--- src/hw/peak_irq_consts.svh ---
// Purpose: Offsets, field positions, reset values and counts
// Assumes: Six-bit register addresses on the serial port
// Notes: Definitions only
`ifndef PEAK_IRQ_CONSTS_SVH
`define PEAK_IRQ_CONSTS_SVH

`define ADDR_MODE 6'h09
`define ADDR_IRQ_ENABLE_MASK 6'h0A
`define ADDR_IRQ_STATUS_WORD 6'h0B
`define ADDR_IRQ_STATUS_CLEAR 6'h0C
`define ADDR_CURRENT_PEAK_THRESHOLD 6'h20
`define ADDR_VOLTAGE_PEAK_THRESHOLD 6'h21
`define ADDR_CURRENT_PEAK_RECORD 6'h22
`define ADDR_CURRENT_PEAK_CLEAR 6'h23
`define ADDR_VOLTAGE_PEAK_RECORD 6'h24
`define ADDR_VOLTAGE_PEAK_CLEAR 6'h25
`define ADDR_TEMPERATURE_RESULT 6'h26

`define CMD_WRITE_BIT 6
`define MODE_TEMP_ARM_BIT 5
`define STATUS_ZERO_CROSS_BIT 4
`define STATUS_TEMP_DONE_BIT 5
`define STATUS_VOLTAGE_PEAK_BIT 8
`define STATUS_CURRENT_PEAK_BIT 9

`define RESET_MODE 16'h0000
`define RESET_IRQ_ENABLE_MASK 16'h0000
`define RESET_PEAK_THRESHOLD 8'hFF
`define RESET_TEMPERATURE 8'h00
// cs_n high, sclk low, din low
`define PIN_IDLE 3'h4

`define TEMP_DELAY_QUARTER_TICKS 5'h18
`define LEN_BYTE 5'h08
`define LEN_HALF 5'h10
`define LEN_WORD 5'h18

`endif

--- src/hw/peak_irq_pkg.sv ---
// Purpose: Types shared by the peak and interrupt block
// Assumes: Samples arrive as signed 24-bit words
// Notes: No constants here; see peak_irq_consts.svh
package peak_irq_pkg;

  typedef struct packed {
    logic valid;
    logic [23:0] current;
    logic [23:0] voltage;
  } sample_pair_type;

  typedef enum logic [1:0] {
    SER_IDLE = 2'h0,
    SER_CMD = 2'h1,
    SER_DATA = 2'h3
  } serial_state_type;

endpackage

--- src/hw/peak_detect_and_interrupt_logic.sv ---
// Purpose: Peak detection, interrupt status and temperature trigger
// Assumes: Serial pins asynchronous; samples on the core clock
// Notes: Command byte MSB first, bit 6 write, bits 5:0 address
`include "peak_irq_consts.svh"
`timescale 1ns/1ps
`default_nettype none

module peak_detect_and_interrupt_logic (
  input wire logic i_core_clk,
  input wire logic i_reset,
  input wire logic i_sclk,
  input wire logic i_sdin,
  input wire logic i_cs_n,
  output logic o_sdout,
  output logic o_sdout_oe,
  output logic o_irq_n,
  output logic o_irq_oe,
  input wire peak_irq_pkg::sample_pair_type i_samples,
  input wire logic i_quarter_tick,
  input wire logic [7:0] i_temp_code
);

  logic [2:0] sync1;
  logic [2:0] sync2;
  logic [2:0] sync3;
  logic [2:0] pin_stable;
  logic sclk_prev;
  logic cs_active;
  logic sclk_fall;
  logic sclk_rise;

  peak_irq_pkg::serial_state_type ser_state;
  logic [4:0] bit_cnt;
  logic [6:0] cmd_shift;
  logic [22:0] in_shift;
  logic [23:0] out_shift;
  logic [4:0] data_len;
  logic [5:0] cur_addr;
  logic is_write;
  logic [5:0] cmd_addr;
  logic cmd_done;
  logic xfer_done;
  logic [23:0] write_value;

  logic [15:0] mode;
  logic [15:0] irq_enable_mask;
  logic [7:0] voltage_peak_threshold;
  logic [7:0] current_peak_threshold;
  logic [15:0] irq_status_word;
  logic [15:0] next_status;
  logic [15:0] events;
  logic irq_hold;
  logic next_hold;
  logic status_clear_cmd;

  logic [23:0] voltage_peak_record;
  logic [23:0] current_peak_record;
  logic [23:0] v_abs;
  logic [23:0] i_abs;
  logic [24:0] v_dbl;
  logic [24:0] i_dbl;
  logic [23:0] v_rec_val;
  logic voltage_peak_flag;
  logic current_peak_flag;

  logic v_sign_prev;
  logic v_seen;
  logic zero_cross_event;
  logic temp_busy;
  logic [4:0] tick_cnt;
  logic temp_start;
  logic temp_done;
  logic [7:0] temperature_result;

  // Serial pins: three stages, change accepted once stages 2 and 3 agree
  always_ff @(posedge i_core_clk) begin
    if (i_reset) begin
      sync1 <= `PIN_IDLE;
      sync2 <= `PIN_IDLE;
      sync3 <= `PIN_IDLE;
      pin_stable <= `PIN_IDLE;
      // Idle sclk level, so reset leaves no false edge
      sclk_prev <= 1'b0;
    end else begin
      sync1 <= {i_cs_n, i_sclk, i_sdin};
      sync2 <= sync1;
      sync3 <= sync2;
      pin_stable <= (sync2 & sync3) | (pin_stable & (sync2 ^ sync3));
      sclk_prev <= pin_stable[1];
    end
  end

  assign cs_active = ~pin_stable[2];
  assign sclk_fall = cs_active & sclk_prev & ~pin_stable[1];
  assign sclk_rise = cs_active & ~sclk_prev & pin_stable[1];

  function automatic logic [4:0] reg_len(input logic [5:0] a);
    case (a)
      `ADDR_MODE: reg_len = `LEN_HALF;
      `ADDR_IRQ_ENABLE_MASK: reg_len = `LEN_HALF;
      `ADDR_IRQ_STATUS_WORD: reg_len = `LEN_HALF;
      `ADDR_IRQ_STATUS_CLEAR: reg_len = `LEN_HALF;
      `ADDR_CURRENT_PEAK_RECORD: reg_len = `LEN_WORD;
      `ADDR_CURRENT_PEAK_CLEAR: reg_len = `LEN_WORD;
      `ADDR_VOLTAGE_PEAK_RECORD: reg_len = `LEN_WORD;
      `ADDR_VOLTAGE_PEAK_CLEAR: reg_len = `LEN_WORD;
      default: reg_len = `LEN_BYTE;
    endcase
  endfunction

  // Read data left-justified so the MSB leaves first
  logic [23:0] read_just;
  always_comb begin
    case (cmd_addr)
      `ADDR_MODE: read_just = {mode, 8'h00};
      `ADDR_IRQ_ENABLE_MASK: read_just = {irq_enable_mask, 8'h00};
      `ADDR_IRQ_STATUS_WORD: read_just = {irq_status_word, 8'h00};
      `ADDR_IRQ_STATUS_CLEAR: read_just = {irq_status_word, 8'h00};
      `ADDR_CURRENT_PEAK_THRESHOLD:
        read_just = {current_peak_threshold, 16'h0000};
      `ADDR_VOLTAGE_PEAK_THRESHOLD:
        read_just = {voltage_peak_threshold, 16'h0000};
      `ADDR_CURRENT_PEAK_RECORD: read_just = current_peak_record;
      `ADDR_CURRENT_PEAK_CLEAR: read_just = current_peak_record;
      `ADDR_VOLTAGE_PEAK_RECORD: read_just = voltage_peak_record;
      `ADDR_VOLTAGE_PEAK_CLEAR: read_just = voltage_peak_record;
      `ADDR_TEMPERATURE_RESULT:
        read_just = {temperature_result, 16'h0000};
      default: read_just = 24'h000000;
    endcase
  end

  assign cmd_addr = {cmd_shift[4:0], pin_stable[0]};
  assign cmd_done = (ser_state == peak_irq_pkg::SER_CMD) & sclk_fall &
                    (bit_cnt == 5'h07);
  assign xfer_done = (ser_state == peak_irq_pkg::SER_DATA) & sclk_fall &
                     (bit_cnt == data_len - 5'h01);
  assign write_value = {in_shift, pin_stable[0]} << (`LEN_WORD - data_len);

  // Serial framing: command byte, then one data field per command
  always_ff @(posedge i_core_clk) begin
    if (i_reset || !cs_active) begin
      ser_state <= peak_irq_pkg::SER_IDLE;
      bit_cnt <= 5'h00;
      cmd_shift <= 7'h00;
      in_shift <= 23'h000000;
      out_shift <= 24'h000000;
      data_len <= `LEN_BYTE;
      cur_addr <= 6'h00;
      is_write <= 1'b0;
    end else begin
      case (ser_state)
        peak_irq_pkg::SER_IDLE: begin
          ser_state <= peak_irq_pkg::SER_CMD;
          bit_cnt <= 5'h00;
        end
        peak_irq_pkg::SER_CMD: begin
          if (sclk_fall) begin
            cmd_shift <= {cmd_shift[5:0], pin_stable[0]};
            bit_cnt <= bit_cnt + 5'h01;
            if (cmd_done) begin
              ser_state <= peak_irq_pkg::SER_DATA;
              bit_cnt <= 5'h00;
              cur_addr <= cmd_addr;
              // Byte bit 6 sits one place lower before the last shift
              is_write <= cmd_shift[`CMD_WRITE_BIT - 1];
              data_len <= reg_len(cmd_addr);
              out_shift <= read_just;
            end
          end
        end
        peak_irq_pkg::SER_DATA: begin
          if (sclk_fall) begin
            in_shift <= {in_shift[21:0], pin_stable[0]};
            out_shift <= {out_shift[22:0], 1'b0};
            bit_cnt <= bit_cnt + 5'h01;
            if (xfer_done) begin
              ser_state <= peak_irq_pkg::SER_CMD;
              bit_cnt <= 5'h00;
            end
          end
        end
        default: ser_state <= peak_irq_pkg::SER_IDLE;
      endcase
    end
  end

  // Output bit changes on rising clock so the host samples on falling
  always_ff @(posedge i_core_clk) begin
    if (i_reset) begin
      o_sdout <= 1'b0;
      o_sdout_oe <= 1'b0;
    end else begin
      o_sdout_oe <= cs_active & (ser_state == peak_irq_pkg::SER_DATA) &
                    ~is_write;
      if (sclk_rise && ser_state == peak_irq_pkg::SER_DATA)
        o_sdout <= out_shift[23];
    end
  end

  // Temperature arm bit drops once its conversion starts
  always_ff @(posedge i_core_clk) begin
    if (i_reset) begin
      mode <= `RESET_MODE;
      irq_enable_mask <= `RESET_IRQ_ENABLE_MASK;
      voltage_peak_threshold <= `RESET_PEAK_THRESHOLD;
      current_peak_threshold <= `RESET_PEAK_THRESHOLD;
    end else begin
      if (xfer_done && is_write) begin
        case (cur_addr)
          `ADDR_MODE: mode <= write_value[23:8];
          `ADDR_IRQ_ENABLE_MASK: irq_enable_mask <= write_value[23:8];
          `ADDR_VOLTAGE_PEAK_THRESHOLD:
            voltage_peak_threshold <= write_value[23:16];
          `ADDR_CURRENT_PEAK_THRESHOLD:
            current_peak_threshold <= write_value[23:16];
          default: ;
        endcase
      end
      if (temp_start)
        mode[`MODE_TEMP_ARM_BIT] <= 1'b0;
    end
  end

  assign v_abs = i_samples.voltage[23] ? -i_samples.voltage
                                       : i_samples.voltage;
  assign i_abs = i_samples.current[23] ? -i_samples.current
                                       : i_samples.current;
  assign v_dbl = {v_abs, 1'b0};
  assign i_dbl = {i_abs, 1'b0};
  // top byte compare; overflow counts as over any threshold
  assign voltage_peak_flag = i_samples.valid &
    (v_dbl[24] | (v_dbl[23:16] > voltage_peak_threshold));
  assign current_peak_flag = i_samples.valid &
    (i_dbl[24] | (i_dbl[23:16] > current_peak_threshold));
  assign v_rec_val = v_dbl[24] ? 24'hFFFFFF : v_dbl[23:0];

  always_ff @(posedge i_core_clk) begin
    if (i_reset) begin
      voltage_peak_record <= 24'h000000;
      current_peak_record <= 24'h000000;
    end else begin
      if (xfer_done && !is_write && cur_addr == `ADDR_VOLTAGE_PEAK_CLEAR)
        voltage_peak_record <= i_samples.valid ? v_rec_val : 24'h000000;
      else if (i_samples.valid && v_rec_val > voltage_peak_record)
        voltage_peak_record <= v_rec_val;
      if (xfer_done && !is_write && cur_addr == `ADDR_CURRENT_PEAK_CLEAR)
        current_peak_record <= i_samples.valid ? i_abs : 24'h000000;
      else if (i_samples.valid && i_abs > current_peak_record)
        current_peak_record <= i_abs;
    end
  end

  assign zero_cross_event = i_samples.valid & v_seen &
                            (i_samples.voltage[23] != v_sign_prev);

  always_ff @(posedge i_core_clk) begin
    if (i_reset) begin
      v_sign_prev <= 1'b0;
      v_seen <= 1'b0;
    end else if (i_samples.valid) begin
      v_sign_prev <= i_samples.voltage[23];
      v_seen <= 1'b1;
    end
  end

  assign temp_start = zero_cross_event & mode[`MODE_TEMP_ARM_BIT] &
                      ~temp_busy;
  assign temp_done = temp_busy & i_quarter_tick &
                     (tick_cnt == `TEMP_DELAY_QUARTER_TICKS - 5'h01);

  always_ff @(posedge i_core_clk) begin
    if (i_reset) begin
      temp_busy <= 1'b0;
      tick_cnt <= 5'h00;
      temperature_result <= `RESET_TEMPERATURE;
    end else if (temp_start) begin
      temp_busy <= 1'b1;
      tick_cnt <= 5'h00;
    end else if (temp_done) begin
      temp_busy <= 1'b0;
      temperature_result <= i_temp_code;
    end else if (temp_busy && i_quarter_tick) begin
      tick_cnt <= tick_cnt + 5'h01;
    end
  end

  always_comb begin
    events = 16'h0000;
    events[`STATUS_ZERO_CROSS_BIT] = zero_cross_event;
    events[`STATUS_TEMP_DONE_BIT] = temp_done;
    events[`STATUS_VOLTAGE_PEAK_BIT] = voltage_peak_flag;
    events[`STATUS_CURRENT_PEAK_BIT] = current_peak_flag;
  end

  assign status_clear_cmd = cmd_done & ~cmd_shift[`CMD_WRITE_BIT - 1] &
                            (cmd_addr == `ADDR_IRQ_STATUS_CLEAR);
  // set wins over the clear; snapshot taken before it
  assign next_status = events |
                       (irq_status_word & ~{16{status_clear_cmd}});

  // held until last status bit or frame abort
  always_comb begin
    next_hold = irq_hold;
    if (status_clear_cmd)
      next_hold = 1'b1;
    else if (xfer_done || !cs_active)
      next_hold = 1'b0;
  end

  always_ff @(posedge i_core_clk) begin
    if (i_reset) begin
      irq_status_word <= 16'h0000;
      irq_hold <= 1'b0;
      o_irq_n <= 1'b1;
    end else begin
      irq_status_word <= next_status;
      irq_hold <= next_hold;
      o_irq_n <= next_hold | ~(|(next_status & irq_enable_mask));
    end
  end

  // Open drain: only ever pulls low
  assign o_irq_oe = ~o_irq_n;

endmodule // peak_detect_and_interrupt_logic

`default_nettype wire

--- config.mk ---
export PLATFORM = sky130hd
export DESIGN_NAME = peak_detect_and_interrupt_logic
export DESIGN_NICKNAME = d
export VERILOG_FILES = /design/src/hw/peak_irq_pkg.sv /design/src/hw/peak_detect_and_interrupt_logic.sv
export VERILOG_INCLUDE_DIRS = /design/src /design/src/hw
export SDC_FILE = /design/constraint.sdc
export NUM_CORES = 1
export LEC_CHECK = 0
export BUFFER_PORTS_ARGS = -buffer_cell sky130_fd_sc_hd__buf_2
export CORE_MARGIN = 3
export CORE_UTILIZATION = 55
export DETAILED_ROUTE_END_ITERATION = 10
export HOLD_SLACK_MARGIN = 0.03
export PLACE_DENSITY = 0.73
export SYNTH_ARGS = -nofsm -noshare
export SYNTH_HDL_FRONTEND = slang
export SYNTH_SLANG_ARGS = --single-unit
export TNS_END_PERCENT = 50
--- constraint.sdc ---
create_clock -name i_core_clk -period 6.2 [get_ports i_core_clk]
set_input_delay 0.62 -clock i_core_clk [delete_from_list [all_inputs] [get_ports i_core_clk]]
set_output_delay 0.62 -clock i_core_clk [all_outputs]
set_load 0.02 [all_outputs]
==> summary.txt, run 1 <==
Setup path
  – Cells along the critical path: buf_2 > or4_1 > or4_1 > nor4_2 > inv_2 > nand2_1 > mux2_2 > ha_1 > nand4_1 > or4_1 > o21ai_0 > a31o_2 > nand3_1 > buf_4 > o41ai_1
  – Crit path DAT: 5090 ps
  – Reg-to-Reg End: current_peak_threshold[2]$_SDFFE_PP1P_
  – R2r setup slk: 2390 ps
  – Top delay family on crit path: simple AND/OR/NAND/NOR gates
  – Data required time of the worst path: 6600 ps
  – R2r startpoint: ser_state[0]$_SDFFE_PP0P_
  – CP Launch Type: input pin
  – Crit path max fanout: 27
  – Critical Path Sink Type: flop
  – Setup CP Type: in -> reg
  – Crit path max-delay cell type: or4_1
  – Setup crit start: i_samples[5]
  – Most used cell along the critical path: or4_1
  – Crit path buf inv count: 3
  – FF-to-FF path depth: 8
  – CP max stage delay: 690 ps

STA
  – Clk_skew: 19.1 ps
  – RSZ-0062 raised after global routing: no
  – Final Setup Violations: 0
  – Setup TNS: 0 ps
  – Max Freq: 0.213 GHz
  – Worst-margin pin slew: 1090 ps
  – Tmin final: 4690 ps
  – Hold WS: 304 ps
  – Fin. Hold Viols: 0
  – Fin crit share: 0.756
  – Slew margin rel.: 0.271
  – Fin. max-slew vios: 0

Global routing
  – Initial antenna violation count: 0
  – Pin count of the biggest net entering global routing: 63
  – GRT overflow: 0
  – Vias in the first global route: 9848
  – First-pass GRT wire length: 52300 um
  – Total GRT Usage: 0.268

CTS
  – Clock H-tree levels: 1
  – Clock net sink count: 214
  – # hold bufs at CTS: 0
  – CTS tree: yes
  – Post-CTS setup buffer count: 0
  – CTS max path bufs: 3
  – Root buffer cell: clkbuf_16
  – Post_cts resized: 0
  – Cts bufs inserted: 23
  – Skew-Pair Late Insertion Delay: 530 ps
  – Clock slew at reported path FFs: 60 ps

Hold path
  – End point of the worst hold path: sync1[1]$_SDFF_PP0_
  – Hold path cells: 2
  – Hold_sp: i_sclk
  – Worst hold path type: in -> reg

Logic synthesis
  – Synth top area share: 0.362
  – Register area share after synthesis: 0.362
  – Top_reg_cell synth: dfxtp_1
  – Yosys reg bits: 214
  – Ys Warns: 0
  – EDFF count, synth: 0
  – Post-Syn Area: 11800 um^2
  – Post-synthesis cell type count: 71
  – Cells after Synth: 1423
  – Async SR Flop Fraction: 0
  – Avg Inst Size Synth: 8.33 um^2
  – Mapped Nets: 1556
  – Cell accounting for the most synthesized area: dfxtp_1
  – Largest cells by area after synthesis: dfxtp_1 36%, ha_1 7.4%, mux2i_1 6.2%

Detailed routing
  – 1st-iter DRT viols: 788
  – DR pass1 iterations: 7
  – Routed Antenna Nets: 0
  – WL final: 32300 um
  – WL per Instance: 18.6 um
  – Vias/cell: 6.12
  – Vias: 10600
  – Final routed DRC violation total: 0

Power
  – Leak pwr: 0.00499 uW
  – Total power: 3310 uW
  – PwrDens: 251 nW/um^2
  – Peak supply drop: 0.211 mV

Job
  – Number of max-cap violations: 0

Final layout
  – Fraction of layout cells with a size suffix above 1: 0.107
  – Ant. Diodes: 0
  – Net count reported at finish: 1577
  – Synth-to-Final Area Change: 11.1%
  – Fillers: 1864
  – Register area: 4280 um^2
  – Multi-input gate area: 6930 um^2
  – Non-Filler Instances: 1735

Placement
  – Buffers on Ports: 66
  – Placed wire-length estimate: 23400 um
  – GPL Wtd Cong: 0.985
  – Dpl cells: 1694

Status
  – Status: completed

Die
  – Die area: 23300 um^2
  – Width of the chip: 153 um
  – Core area: 21100 um^2
  – Std cell rows: 53
  – Die H: 153 um
  – Io pins: 67
  – Initial Util: 0.562
==> sequential cells by signal, indices dropped and copies added (netlist names), 3 cells and up <==
register,cells
current_peak_record,24
out_shift,24
voltage_peak_record,24
in_shift,23
irq_enable_mask,16
irq_status_word,16
mode,16
current_peak_threshold,8
temperature_result,8
voltage_peak_threshold,8
cmd_shift,6
cur_addr,6
bit_cnt,5
tick_cnt,5
pin_stable,3
sync1,3
sync2,3
sync3,3
==> power by group <==
group | internal [uW] | switching (uW)
clock network | 936 | 574
registers | 1410 | 27.2
logic | 147 | 220
==> cell type report <==
class	count	share of cell area
multi-input combinational	1042	0.526
clock buffer	33	0.0519
sequential	214	0.325
tap	275	0.0261
clock inverter	8	0.0122
timing repair buffer	85	0.0361
inverter	78	0.0222
==> cells in the mapped netlist (5+ instances only) <==
master,n
dfxtp_1,214
nand2_1,175
a21oi_1,112
nor2_1,112
inv_1,77
mux2i_1,73
ha_1,70
clkbuf_1,67
o21ai_0,65
o211ai_1,37
o41ai_1,34
xnor2_1,32
nand2b_1,31
a22oi_1,23
a222oi_1,22
nand3_1,19
a32o_1,18
nor2b_1,18
a211oi_1,16
and2_1,15
nand4_1,15
nor3_1,15
buf_2,14
or3_1,12
or4_1,12
xor2_1,12
a31oi_1,11
or2_2,9
and3_1,7
nor4_1,6
o31a_1,5
o31ai_1,5
==> worst max path at each step <==
stage,to,slack [ps],cells after the start
global placement,voltage_peak_record[2]$_SDFFE_PP0P_,1230,16
finish,voltage_peak_record[6]$_SDFFE_PP0P_,1510,15
global route,voltage_peak_record[6]$_SDFFE_PP0P_,1090,15
CTS,voltage_peak_record[6]$_SDFFE_PP0P_,1530,15
detailed placement,voltage_peak_record[6]$_SDFFE_PP0P_,1020,15
floorplan,voltage_peak_record[10]$_SDFFE_PP0P_,1510,15
==> worst register-to-register path, delay by kind of cell (launching register included) <==
| family | cells | cell delay (ps) |
|---|---|---|
| mux | 1 | 280 |
| simple gates | 6 | 2620 |
| buf+inv | 1 | 320 |
| flops | 1 | 480 |
==> placed cells by master (no fill, tap or decap), types with 7 or more instances in the layout <==
cell         n
xnor2_1     32
a222oi_1    22
o21ai_0     65
mux2i_1     73
a22oi_1     22
buf_4       20
or3_1       12
nor2_1     110
or2_2        9
inv_1       77
xor2_1      12
o211ai_1    37
nand3_1     19
dfxtp_1    214
clkbuf_16   23
nand4_1     15
nand2b_1    31
a31oi_1     11
and3_1       7
and2_1      15
nor2b_1     18
a211oi_1    16
ha_1        70
clkbuf_8     7
o41ai_1     34
a32o_1      18
nor3_1      14
buf_2       65
or4_1       12
a21oi_1    112
nand2_1    175
==> logic make-up after synthesis <==
logic type      Yosys count  synth area share
compound gates          385             0.220
xor+xnor                 45            0.0344
fa+ha+maj                71            0.0748
buf+inv                 167            0.0557
flops                   214             0.362
mux                      76            0.0645
simple gates            465             0.189
==> through the flow <==
step	setup WS (ps)	utilization	area, um^2
6_report	1510	0.624	13200
5_1_grt	1090	0.624	13200
4_1_cts	1530	0.624	13200
3_5_place_dp	1020	0.584	12300
3_3_place_gp	1230	0.584	12300
2_1_floorplan	1510	-	11800
==> metal layers <==
layer | vias to the layer above | share of wire | GRT usage
li1 | 5197 | - | -
met1 | 4951 | 0.46 | 0.393
met2 | 412 | 0.42 | 0.406
met3 | 60 | 0.084 | 0.0449
met4 | 0 | 0.028 | 0.0785
met5 | - | 0 | 0
(Power assumes the default switching activity.)
==> inputs of run 2 (changes only) <==
--- a/config.mk
+++ b/config.mk
@@ -11,7 +11,7 @@
 export CORE_UTILIZATION = 55
 export DETAILED_ROUTE_END_ITERATION = 10
 export HOLD_SLACK_MARGIN = 0.03
-export PLACE_DENSITY = 0.73
+export PLACE_DENSITY = 0.76
 export SYNTH_ARGS = -nofsm -noshare
 export SYNTH_HDL_FRONTEND = slang
 export SYNTH_SLANG_ARGS = --single-unit
==> constraint.sdc (replaced) <==
create_clock -name i_core_clk -period 4.3 [get_ports i_core_clk]
set_input_delay 0.43 -clock i_core_clk [delete_from_list [all_inputs] [get_ports i_core_clk]]
set_output_delay 0.43 -clock i_core_clk [all_outputs]
set_load 0.02 [all_outputs]
==> run 2 against run 1 <==
Sequential cell count unchanged. Cell area up 4.2%. Routed wire length up 3.8%. Power up 46%. Critical path type unchanged. Highest routed layer unchanged.
==> summary.txt, run 2 (same netlist as run 1, synthesis figures left out) <==
Power
  – PwrDens: 352 nW/um^2 (was 251 nW/um^2)
  – Int Power: 3570 uW (was 2490 uW)
  – Combinational fraction of design power: 0.124 (was 0.111)
  – Power share of the clock group: 0.448 (was 0.456)
  – Leak pwr: 0.00533 uW (was 0.00499 uW)
  – Switching share of total power: 0.259 (was 0.248)
  – NetSw: 1250 uW (was 821 uW)
  – Total power: 4820 uW (was 3310 uW)
  – Peak supply drop: 0.284 mV (was 0.211 mV)
  – Sequential share of power: 0.428 (was 0.433)

STA
  – Clk_skew: 24.4 ps (was 19.1 ps)
  – Fin. max-slew vios: 0 (unchanged)
  – Max Freq: 0.249 GHz
  – Tmin final: 4020 ps
  – Hold WS: 82.9 ps (was 304 ps)
  – Final Setup Violations: 0 (unchanged)
  – Slew margin rel.: 0.215 (was 0.271)
  – RSZ-0062 raised after global routing: no (unchanged)
  – Worst-margin pin slew: 1170 ps (was 1090 ps)
  – Fin. Hold Viols: 0 (unchanged)
  – Fin crit share: 0.934

CTS
  – Clock net sink count: 214 (unchanged)
  – Post-CTS setup buffer count: 0 (unchanged)
  – Clock H-tree levels: 1 (unchanged)
  – CTS max path bufs: 3 (unchanged)
  – CTS tree: yes (unchanged)
  – Cts bufs inserted: 25 (was 23)
  – # hold bufs at CTS: 0 (unchanged)
  – Root buffer cell: clkbuf_16 (unchanged)
  – Post_cts resized: 0 (unchanged)
  – Clock slew at reported path FFs: 60 ps (about the same)
  – Skew-Pair Late Insertion Delay: 540 ps (was 530 ps)

Setup path
  – Worst setup endpoint: voltage_peak_record[10]$_SDFFE_PP0P_ (was voltage_peak_record[6]$_SDFFE_PP0P_)
  – Crit path max-delay cell type: or4_4 (was or4_1)
  – R2r startpoint: ser_state[0]$_SDFFE_PP0P_ (unchanged)
  – Top delay family on crit path: simple AND/OR/NAND/NOR gates (unchanged)
  – CP max stage delay: 580 ps (was 690 ps)
  – Cells along the critical path: buf_2 > or4_1 > or4_4 > or4_1 > o21ai_0 > o21ai_1 > ha_1 > nand4_1 > or4_4 > o21ai_2 > a211o_1 > nand3_4 > buf_12 > o211ai_1 > o41ai_1 (was buf_2 > or4_1 > or4_1 > nor4_2 > inv_2 > nand2_1 > mux2_2 > ha_1 > nand4_1 > or4_1 > o21ai_0 > a31o_2 > nand3_1 > buf_4 > o41ai_1)
  – Stages on worst setup path: 15 (unchanged)
  – Setup CP Type: in -> reg (unchanged)
  – Data required time of the worst path: 4680 ps (was 6600 ps)
  – Critical Path Sink Type: flop (unchanged)
  – Crit path buf inv count: 2 (was 3)
  – Setup crit start: i_samples[7] (was i_samples[5])
  – R2r setup slk: 880 ps (was 2390 ps)
  – Crit path max fanout: 18 (was 27)
  – FF-to-FF path depth: 7 (was 8)
  – Crit path DAT: 4400 ps (was 5090 ps)
  – CP Launch Type: input pin (unchanged)
  – Reg-to-Reg End: current_peak_threshold[1]$_SDFFE_PP1P_ (was current_peak_threshold[2]$_SDFFE_PP1P_)

Global routing
  – Initial antenna violation count: 0 (unchanged)
  – Vias in the first global route: 10400 (was 9848)
  – Total GRT Usage: 0.275 (was 0.268)
  – GRT overflow: 0 (unchanged)
  – Pin count of the biggest net entering global routing: 60 (was 63)
  – First-pass GRT wire length: 53700 um (was 52300 um)

Detailed routing
  – WL final: 33600 um (was 32300 um)
  – Routed Antenna Nets: 0 (unchanged)
  – Vias/cell: 6.24 (was 6.12)
  – Final routed DRC violation total: 0 (unchanged)
  – 1st-iter DRT viols: 1083 (was 788)
  – DR pass1 iterations: 8 (was 7)
  – Vias: 11200 (was 10600)
  – WL per Instance: 18.6 um (about the same)

Final layout
  – Synth-to-Final Area Change: 15.8% (was 11.1%)
  – Fraction of layout cells with a size suffix above 1: 0.151 (was 0.107)
  – Net count reported at finish: 1643 (was 1577)
  – Ant. Diodes: 0 (unchanged)
  – Most common cell after layout, fill and taps aside: dfxtp_1 (unchanged)
  – Fin area: 13700 um^2 (was 13200 um^2)
  – Largest registers: current_peak_record: 24 flops, out_shift: 24 flops, voltage_peak_record: 24 flops (unchanged)
  – Commonest non-fill, non-tap cells in the layout: 214 x dfxtp_1, 175 x nand2_1, 112 x a21oi_1, 110 x nor2_1, 81 x buf_4 (was 214 x dfxtp_1, 175 x nand2_1, 112 x a21oi_1, 110 x nor2_1, 77 x inv_1)
  – Non-Filler Instances: 1803 (was 1735)

Die
  – Width of the chip: 153 um (unchanged)
  – Core area: 21100 um^2 (unchanged)
  – Die H: 153 um (unchanged)
  – Initial Util: 0.562 (unchanged)
  – Io pins: 67 (unchanged)
  – Std cell rows: 53 (unchanged)
  – Die area: 23300 um^2 (unchanged)

Placement
  – GPL Wtd Cong: 0.975 (was 0.985)
  – Dpl cells: 1758 (was 1694)
  – Cell Area, Placed: 12900 um^2 (was 12300 um^2)
  – Placed wire-length estimate: 24300 um (was 23400 um)
  – Buffers on Ports: 66 (unchanged)

Job
  – Number of max-cap violations: 0 (unchanged)

Status
  – Status: completed (unchanged)

Hold path
  – Worst hold path type: in -> reg (unchanged)
-- run 2: cell count changes in the layout (fill, tap and decap cells not counted), sizes merged --
cell    change
bufinv      -2
clkinv      +6
inv         +1
buf        +64
clkbuf      -1
-- run 2: worst reg2reg max path, cell delays in order (launching register included) --
cell	delay (ps)
dfxtp_1	460
and2_1	210
nand2_2	290
or3_1	610
or4b_1	600
or4_1	790
mux2i_1	280
nand2b_1	80
-- run 2: metrics by stage --
stage / utilization / setup TNS (ps) / setup slack [ps]
2_1_floorplan: - / 0 / 6.11
3_3_place_gp: 0.610 / -2730 / -130
3_5_place_dp: 0.610 / -6500 / -255
4_1_cts: 0.650 / 0 / 272
5_1_grt: 0.650 / 0 / 36.9
6_report: 0.650 / 0 / 283
-- run 2: worst min-delay path by stage --
stage / start / to / slack [ps] / cells past startpoint
3_5_place_dp: sync1[2]$_SDFF_PP1_ / sync2[2]$_SDFF_PP1_ / 400 / 1
4_1_cts: i_cs_n / sync1[2]$_SDFF_PP1_ / 70 / 2
6_report: i_cs_n / sync1[2]$_SDFF_PP1_ / 80 / 2
3_3_place_gp: sync1[2]$_SDFF_PP1_ / sync2[2]$_SDFF_PP1_ / 400 / 1
5_1_grt: i_cs_n / sync1[2]$_SDFF_PP1_ / 90 / 2
2_1_floorplan: sync1[2]$_SDFF_PP1_ / sync2[2]$_SDFF_PP1_ / 390 / 1
-- run 2: cell type report --
| class | count | area, um^2 |
|---|---|---|
| Clock buffer | 32 | 702 |
| Clock inverter | 13 | 145 |
| Tap cell | 275 | 344 |
| Inverter | 78 | 293 |
| Multi-Input combinational cell | 1042 | 6960 |
| Fill cell | 1723 | 7370 |
| Timing Repair Buffer | 149 | 993 |
| Sequential cell | 214 | 4280 |
-- run 2: power by group through the flow --
stage               logic, uW  clock network [uW]  registers, uW
floorplan                 380                   0           2090
global placement          573                   0           2110
CTS                       592                2180           2060
finish                    596                2160           2060
global route              663                2260           2070
detailed placement        585                   0           2110
-- run 2: metal layers --
| metal | routed length [um] | global-route usage | part of all wire | vias up |
|---|---|---|---|---|
| li1 | - | - | - | 5336 |
| met1 | 14400 | 0.386 | 0.43 | 5322 |
| met2 | 15200 | 0.435 | 0.45 | 503 |
| met3 | 2970 | 0.0449 | 0.088 | 83 |
| met4 | 1060 | 0.0874 | 0.031 | 0 |
| met5 | 0 | 0 | 0 | - |
==> inputs of run 3 (changes only) <==
--- a/config.mk
+++ b/config.mk
@@ -6,7 +6,9 @@
 export SDC_FILE = /design/constraint.sdc
 export NUM_CORES = 1
 export LEC_CHECK = 0
+export ABC_AREA = 1
 export BUFFER_PORTS_ARGS = -buffer_cell sky130_fd_sc_hd__buf_2
+export CORE_ASPECT_RATIO = 1.25
 export CORE_MARGIN = 3
 export CORE_UTILIZATION = 55
 export DETAILED_ROUTE_END_ITERATION = 10
==> run 3 against run 2 <==
Non-clock buffer count is 60 lower. Via count up 1.2%. Synthesized cell count is 16% higher. Cell area is 5.4% lower. Sequential share of layout area grew 1.8 points.
==> summary.txt, run 3 <==
Logic synthesis
  – EDFF count, synth: 0 (unchanged)
  – Commonest cells post-synth: 275 x nand2_1, 214 x dfxtp_1, 192 x inv_1, 169 x a21oi_1, 154 x o21ai_0 (was 214 x dfxtp_1, 175 x nand2_1, 112 x a21oi_1, 112 x nor2_1, 77 x inv_1)
  – Mux contribution to synthesized area: 0 (was 0.0645)
  – Ys Warns: 0 (unchanged)
  – Mapped Nets: 1777 (was 1556)
  – Synth Area in Simple Gates: 0.220 (was 0.189)
  – Register area share after synthesis: 0.365 (was 0.362)
  – Compound-Gate Fraction of Synth Area: 0.221 (was 0.220)
  – Top_reg_cell synth: dfxtp_1 (unchanged)
  – Most common cell in the netlist: nand2_1 (was dfxtp_1)
  – Synth Area in XOR/XNOR: 0.0276 (was 0.0344)
  – Cells after Synth: 1644 (was 1423)
  – Post-synthesis cell type count: 51 (was 71)
  – Post-synthesis adder-cell area fraction: 0.0746 (was 0.0748)
  – Largest cells by area after synthesis: dfxtp_1 36%, nand2_1 8.8%, ha_1 7.5% (was dfxtp_1 36%, ha_1 7.4%, mux2i_1 6.2%)
  – Async SR Flop Fraction: 0 (unchanged)
  – Largest family of logic cells by synthesized area: compound AO/OA/AOI/OAI gates (unchanged)
  – Cell accounting for the most synthesized area: dfxtp_1 (unchanged)
  – Avg Inst Size Synth: 7.14 um^2 (was 8.33 um^2)
  – Synth top area share: 0.365 (was 0.362)
  – Post-Syn Area: 11700 um^2 (was 11800 um^2)
  – Yosys reg bits: 214 (unchanged)

STA
  – Setup TNS: 0 ps (unchanged)
  – Final setup margin: 657 ps (was 283 ps)
  – RSZ-0062 raised after global routing: no (unchanged)
  – Slew margin rel.: 0.283 (was 0.215)
  – Fin crit share: 0.847 (was 0.934)
  – Clk_skew: 7.50 ps (was 24.4 ps)
  – Worst-margin pin slew: 1070 ps (was 1170 ps)
  – Hold WS: 121 ps (was 82.9 ps)
  – Final Setup Violations: 0 (unchanged)
  – Fin. max-slew vios: 0 (unchanged)
  – Max Freq: 0.274 GHz (was 0.249 GHz)
  – Tmin final: 3640 ps (was 4020 ps)
  – Fin. Hold Viols: 0 (unchanged)

Power
  – Peak supply drop: 0.375 mV (was 0.284 mV)
  – PwrDens: 355 nW/um^2 (was 352 nW/um^2)
  – Leak pwr: 0.00538 uW (was 0.00533 uW)

Final layout
  – Ant. Diodes: 0 (unchanged)
  – Fin area: 13000 um^2 (was 13700 um^2)
  – Fraction of layout cells with a size suffix above 1: 0.0964 (was 0.151)
  – Most common cell after layout, fill and taps aside: nand2_1 (was dfxtp_1)
  – Net count reported at finish: 1813 (was 1643)
  – Commonest non-fill, non-tap cells in the layout: 275 x nand2_1, 214 x dfxtp_1, 192 x inv_1, 168 x a21oi_1, 154 x o21ai_0 (was 214 x dfxtp_1, 175 x nand2_1, 112 x a21oi_1, 110 x nor2_1, 81 x buf_4)
  – Largest registers: current_peak_record: 24 flops, out_shift: 24 flops, voltage_peak_record: 24 flops (unchanged)
  – Synth-to-Final Area Change: 10.5% (was 15.8%)

CTS
  – Root buffer cell: clkbuf_16 (unchanged)
  – Clock H-tree levels: 1 (unchanged)
  – # hold bufs at CTS: 0 (unchanged)
  – Post-CTS setup buffer count: 0 (unchanged)
  – CTS tree: yes (unchanged)
  – Clock slew at reported path FFs: 60 ps (about the same)
  – Skew-Pair Late Insertion Delay: 500 ps (was 540 ps)
  – CTS max path bufs: 3 (unchanged)
  – Clock net sink count: 214 (unchanged)
  – Post_cts resized: 0 (unchanged)
  – Cts bufs inserted: 23 (was 25)

Setup path
  – Data required time of the worst path: 4730 ps (was 4680 ps)
  – Crit path max fanout: 24 (was 18)
  – R2r setup slk: 1200 ps (was 880 ps)
  – CP Launch Type: input pin (unchanged)
  – Critical Path Sink Type: flop (unchanged)
  – Setup CP Type: in -> reg (unchanged)
  – Crit path DAT: 4080 ps (was 4400 ps)

Placement
  – Buffers on Ports: 66 (unchanged)
  – Setup WS pre-CTS: 243 ps (was -255 ps)
  – GPL Wtd Cong: 0.923 (was 0.975)
  – Cell Area, Placed: 12300 um^2 (was 12900 um^2)
  – Placed wire-length estimate: 24300 um (about the same)

Detailed routing
  – 1st-iter DRT viols: 905 (was 1083)
  – WL per Instance: 17.1 um (was 18.6 um)
  – Vias: 11400 (was 11200)
  – Vias/cell: 5.79 (was 6.24)
  – Final routed DRC violation total: 0 (unchanged)
  – DR pass1 iterations: 5 (was 8)
  – WL final: 33500 um (was 33600 um)
  – Routed Antenna Nets: 0 (unchanged)

Global routing
  – First-pass GRT wire length: 52900 um (was 53700 um)
  – Vias in the first global route: 10400 (about the same)
  – Initial antenna violation count: 0 (unchanged)
  – GRT overflow: 0 (unchanged)
  – Total GRT Usage: 0.282 (was 0.275)
  – Pin count of the biggest net entering global routing: 49 (was 60)

Die
  – Width of the chip: 137 um (was 153 um)
  – Die area: 23100 um^2 (was 23300 um^2)
  – Die H: 169 um (was 153 um)
  – Initial Util: 0.562 (about the same)
  – Core area: 20900 um^2 (was 21100 um^2)
  – Io pins: 67 (unchanged)
  – Std cell rows: 59 (was 53)

Job
  – Number of max-cap violations: 0 (unchanged)

Status
  – Status: completed (unchanged)

Hold path
  – Worst hold path type: in -> reg (unchanged)
==> run 3: cell types whose count changed after synthesis, moves of 22 or more <==
cell	before	now
a21oi_1	112	169
o41ai_1	34	1
nor2_1	112	148
nand2b_1	31	0
mux2i_1	73	0
nand3_1	19	85
o211ai_1	37	14
a222oi_1	22	0
inv_1	77	192
xnor2_1	32	9
nand2_1	175	275
o21ai_0	65	154
o22ai_1	1	25
==> run 3: cell families (layout without fill, tap and decap cells) <==
family | count (synthesis) | count (layout)
AND/OR/NAND/NOR | 591 | 591
AO/OA/AOI/OAI | 455 | 455
buffers and inverters | 277 | 323
flip-flops | 214 | 214
adder cells (fa/ha/maj) | 70 | 70
XOR/XNOR | 37 | 37
==> run 3: metrics by stage <==
stage	utilization	power (uW)	instances
global placement	0.587	2710	1929
floorplan	-	2530	1644
finish	0.621	4600	1964
detailed placement	0.587	2720	1929
CTS	0.621	4620	1964
global route	0.621	4790	1964
==> run 3: worst max-delay path, stage by stage <==
cell	delay [ps]
buf_2	120
nor3_1	240
nand3_1	160
nor3_2	240
nand2_1	130
nor3_2	190
nand4_1	150
nand2_1	110
xor2_1	350
ha_1	200
nand2_1	70
nor4_1	410
nor4b_1	360
nand2_1	100
nand4_1	80
nand2_1	50
nand2_1	80
buf_4	290
o21ai_0	130
nor2_1	180
==> run 3: path summary, 6_finish.rpt <==
path                             from                                   to  depth (start not counted)
max                     i_samples[24]  current_peak_record[6]$_SDFFE_PP0P_                         20
min                            i_cs_n                  sync1[2]$_SDFF_PP1_                          2
max reg2reg  pin_stable[2]$_SDFF_PP1_                   o_irq_n$_SDFF_PP1_                         13
min reg2reg       sync1[1]$_SDFF_PP0_                  sync2[1]$_SDFF_PP0_                          2
==> run 3: per-layer routing <==
metal,part of all wire,GRT usage,vias up
met5,0,0,-
met4,0.053,0.143,0
met3,0.063,0.0323,82
met2,0.47,0.472,408
met1,0.42,0.359,5258
li1,-,-,5627
==> run 3: report_power, final <==
part	total [uW]	switching (uW)	leakage (uW)	internal (uW)
Combinational	618	394	0.00330	224
Clock	1910	779	0.000350	1130
Sequential	2080	33.7	0.00173	2040
==> run 3: cell type report <==
class,instances,area (um^2)
Fill cell,1962,7920
Clock inverter,2,38.8
Inverter,199,747
Tap cell,274,343
Timing Repair Buffer,89,505
Sequential cell,214,4280
Multi-Input combinational cell,1153,6380
Clock buffer,33,673
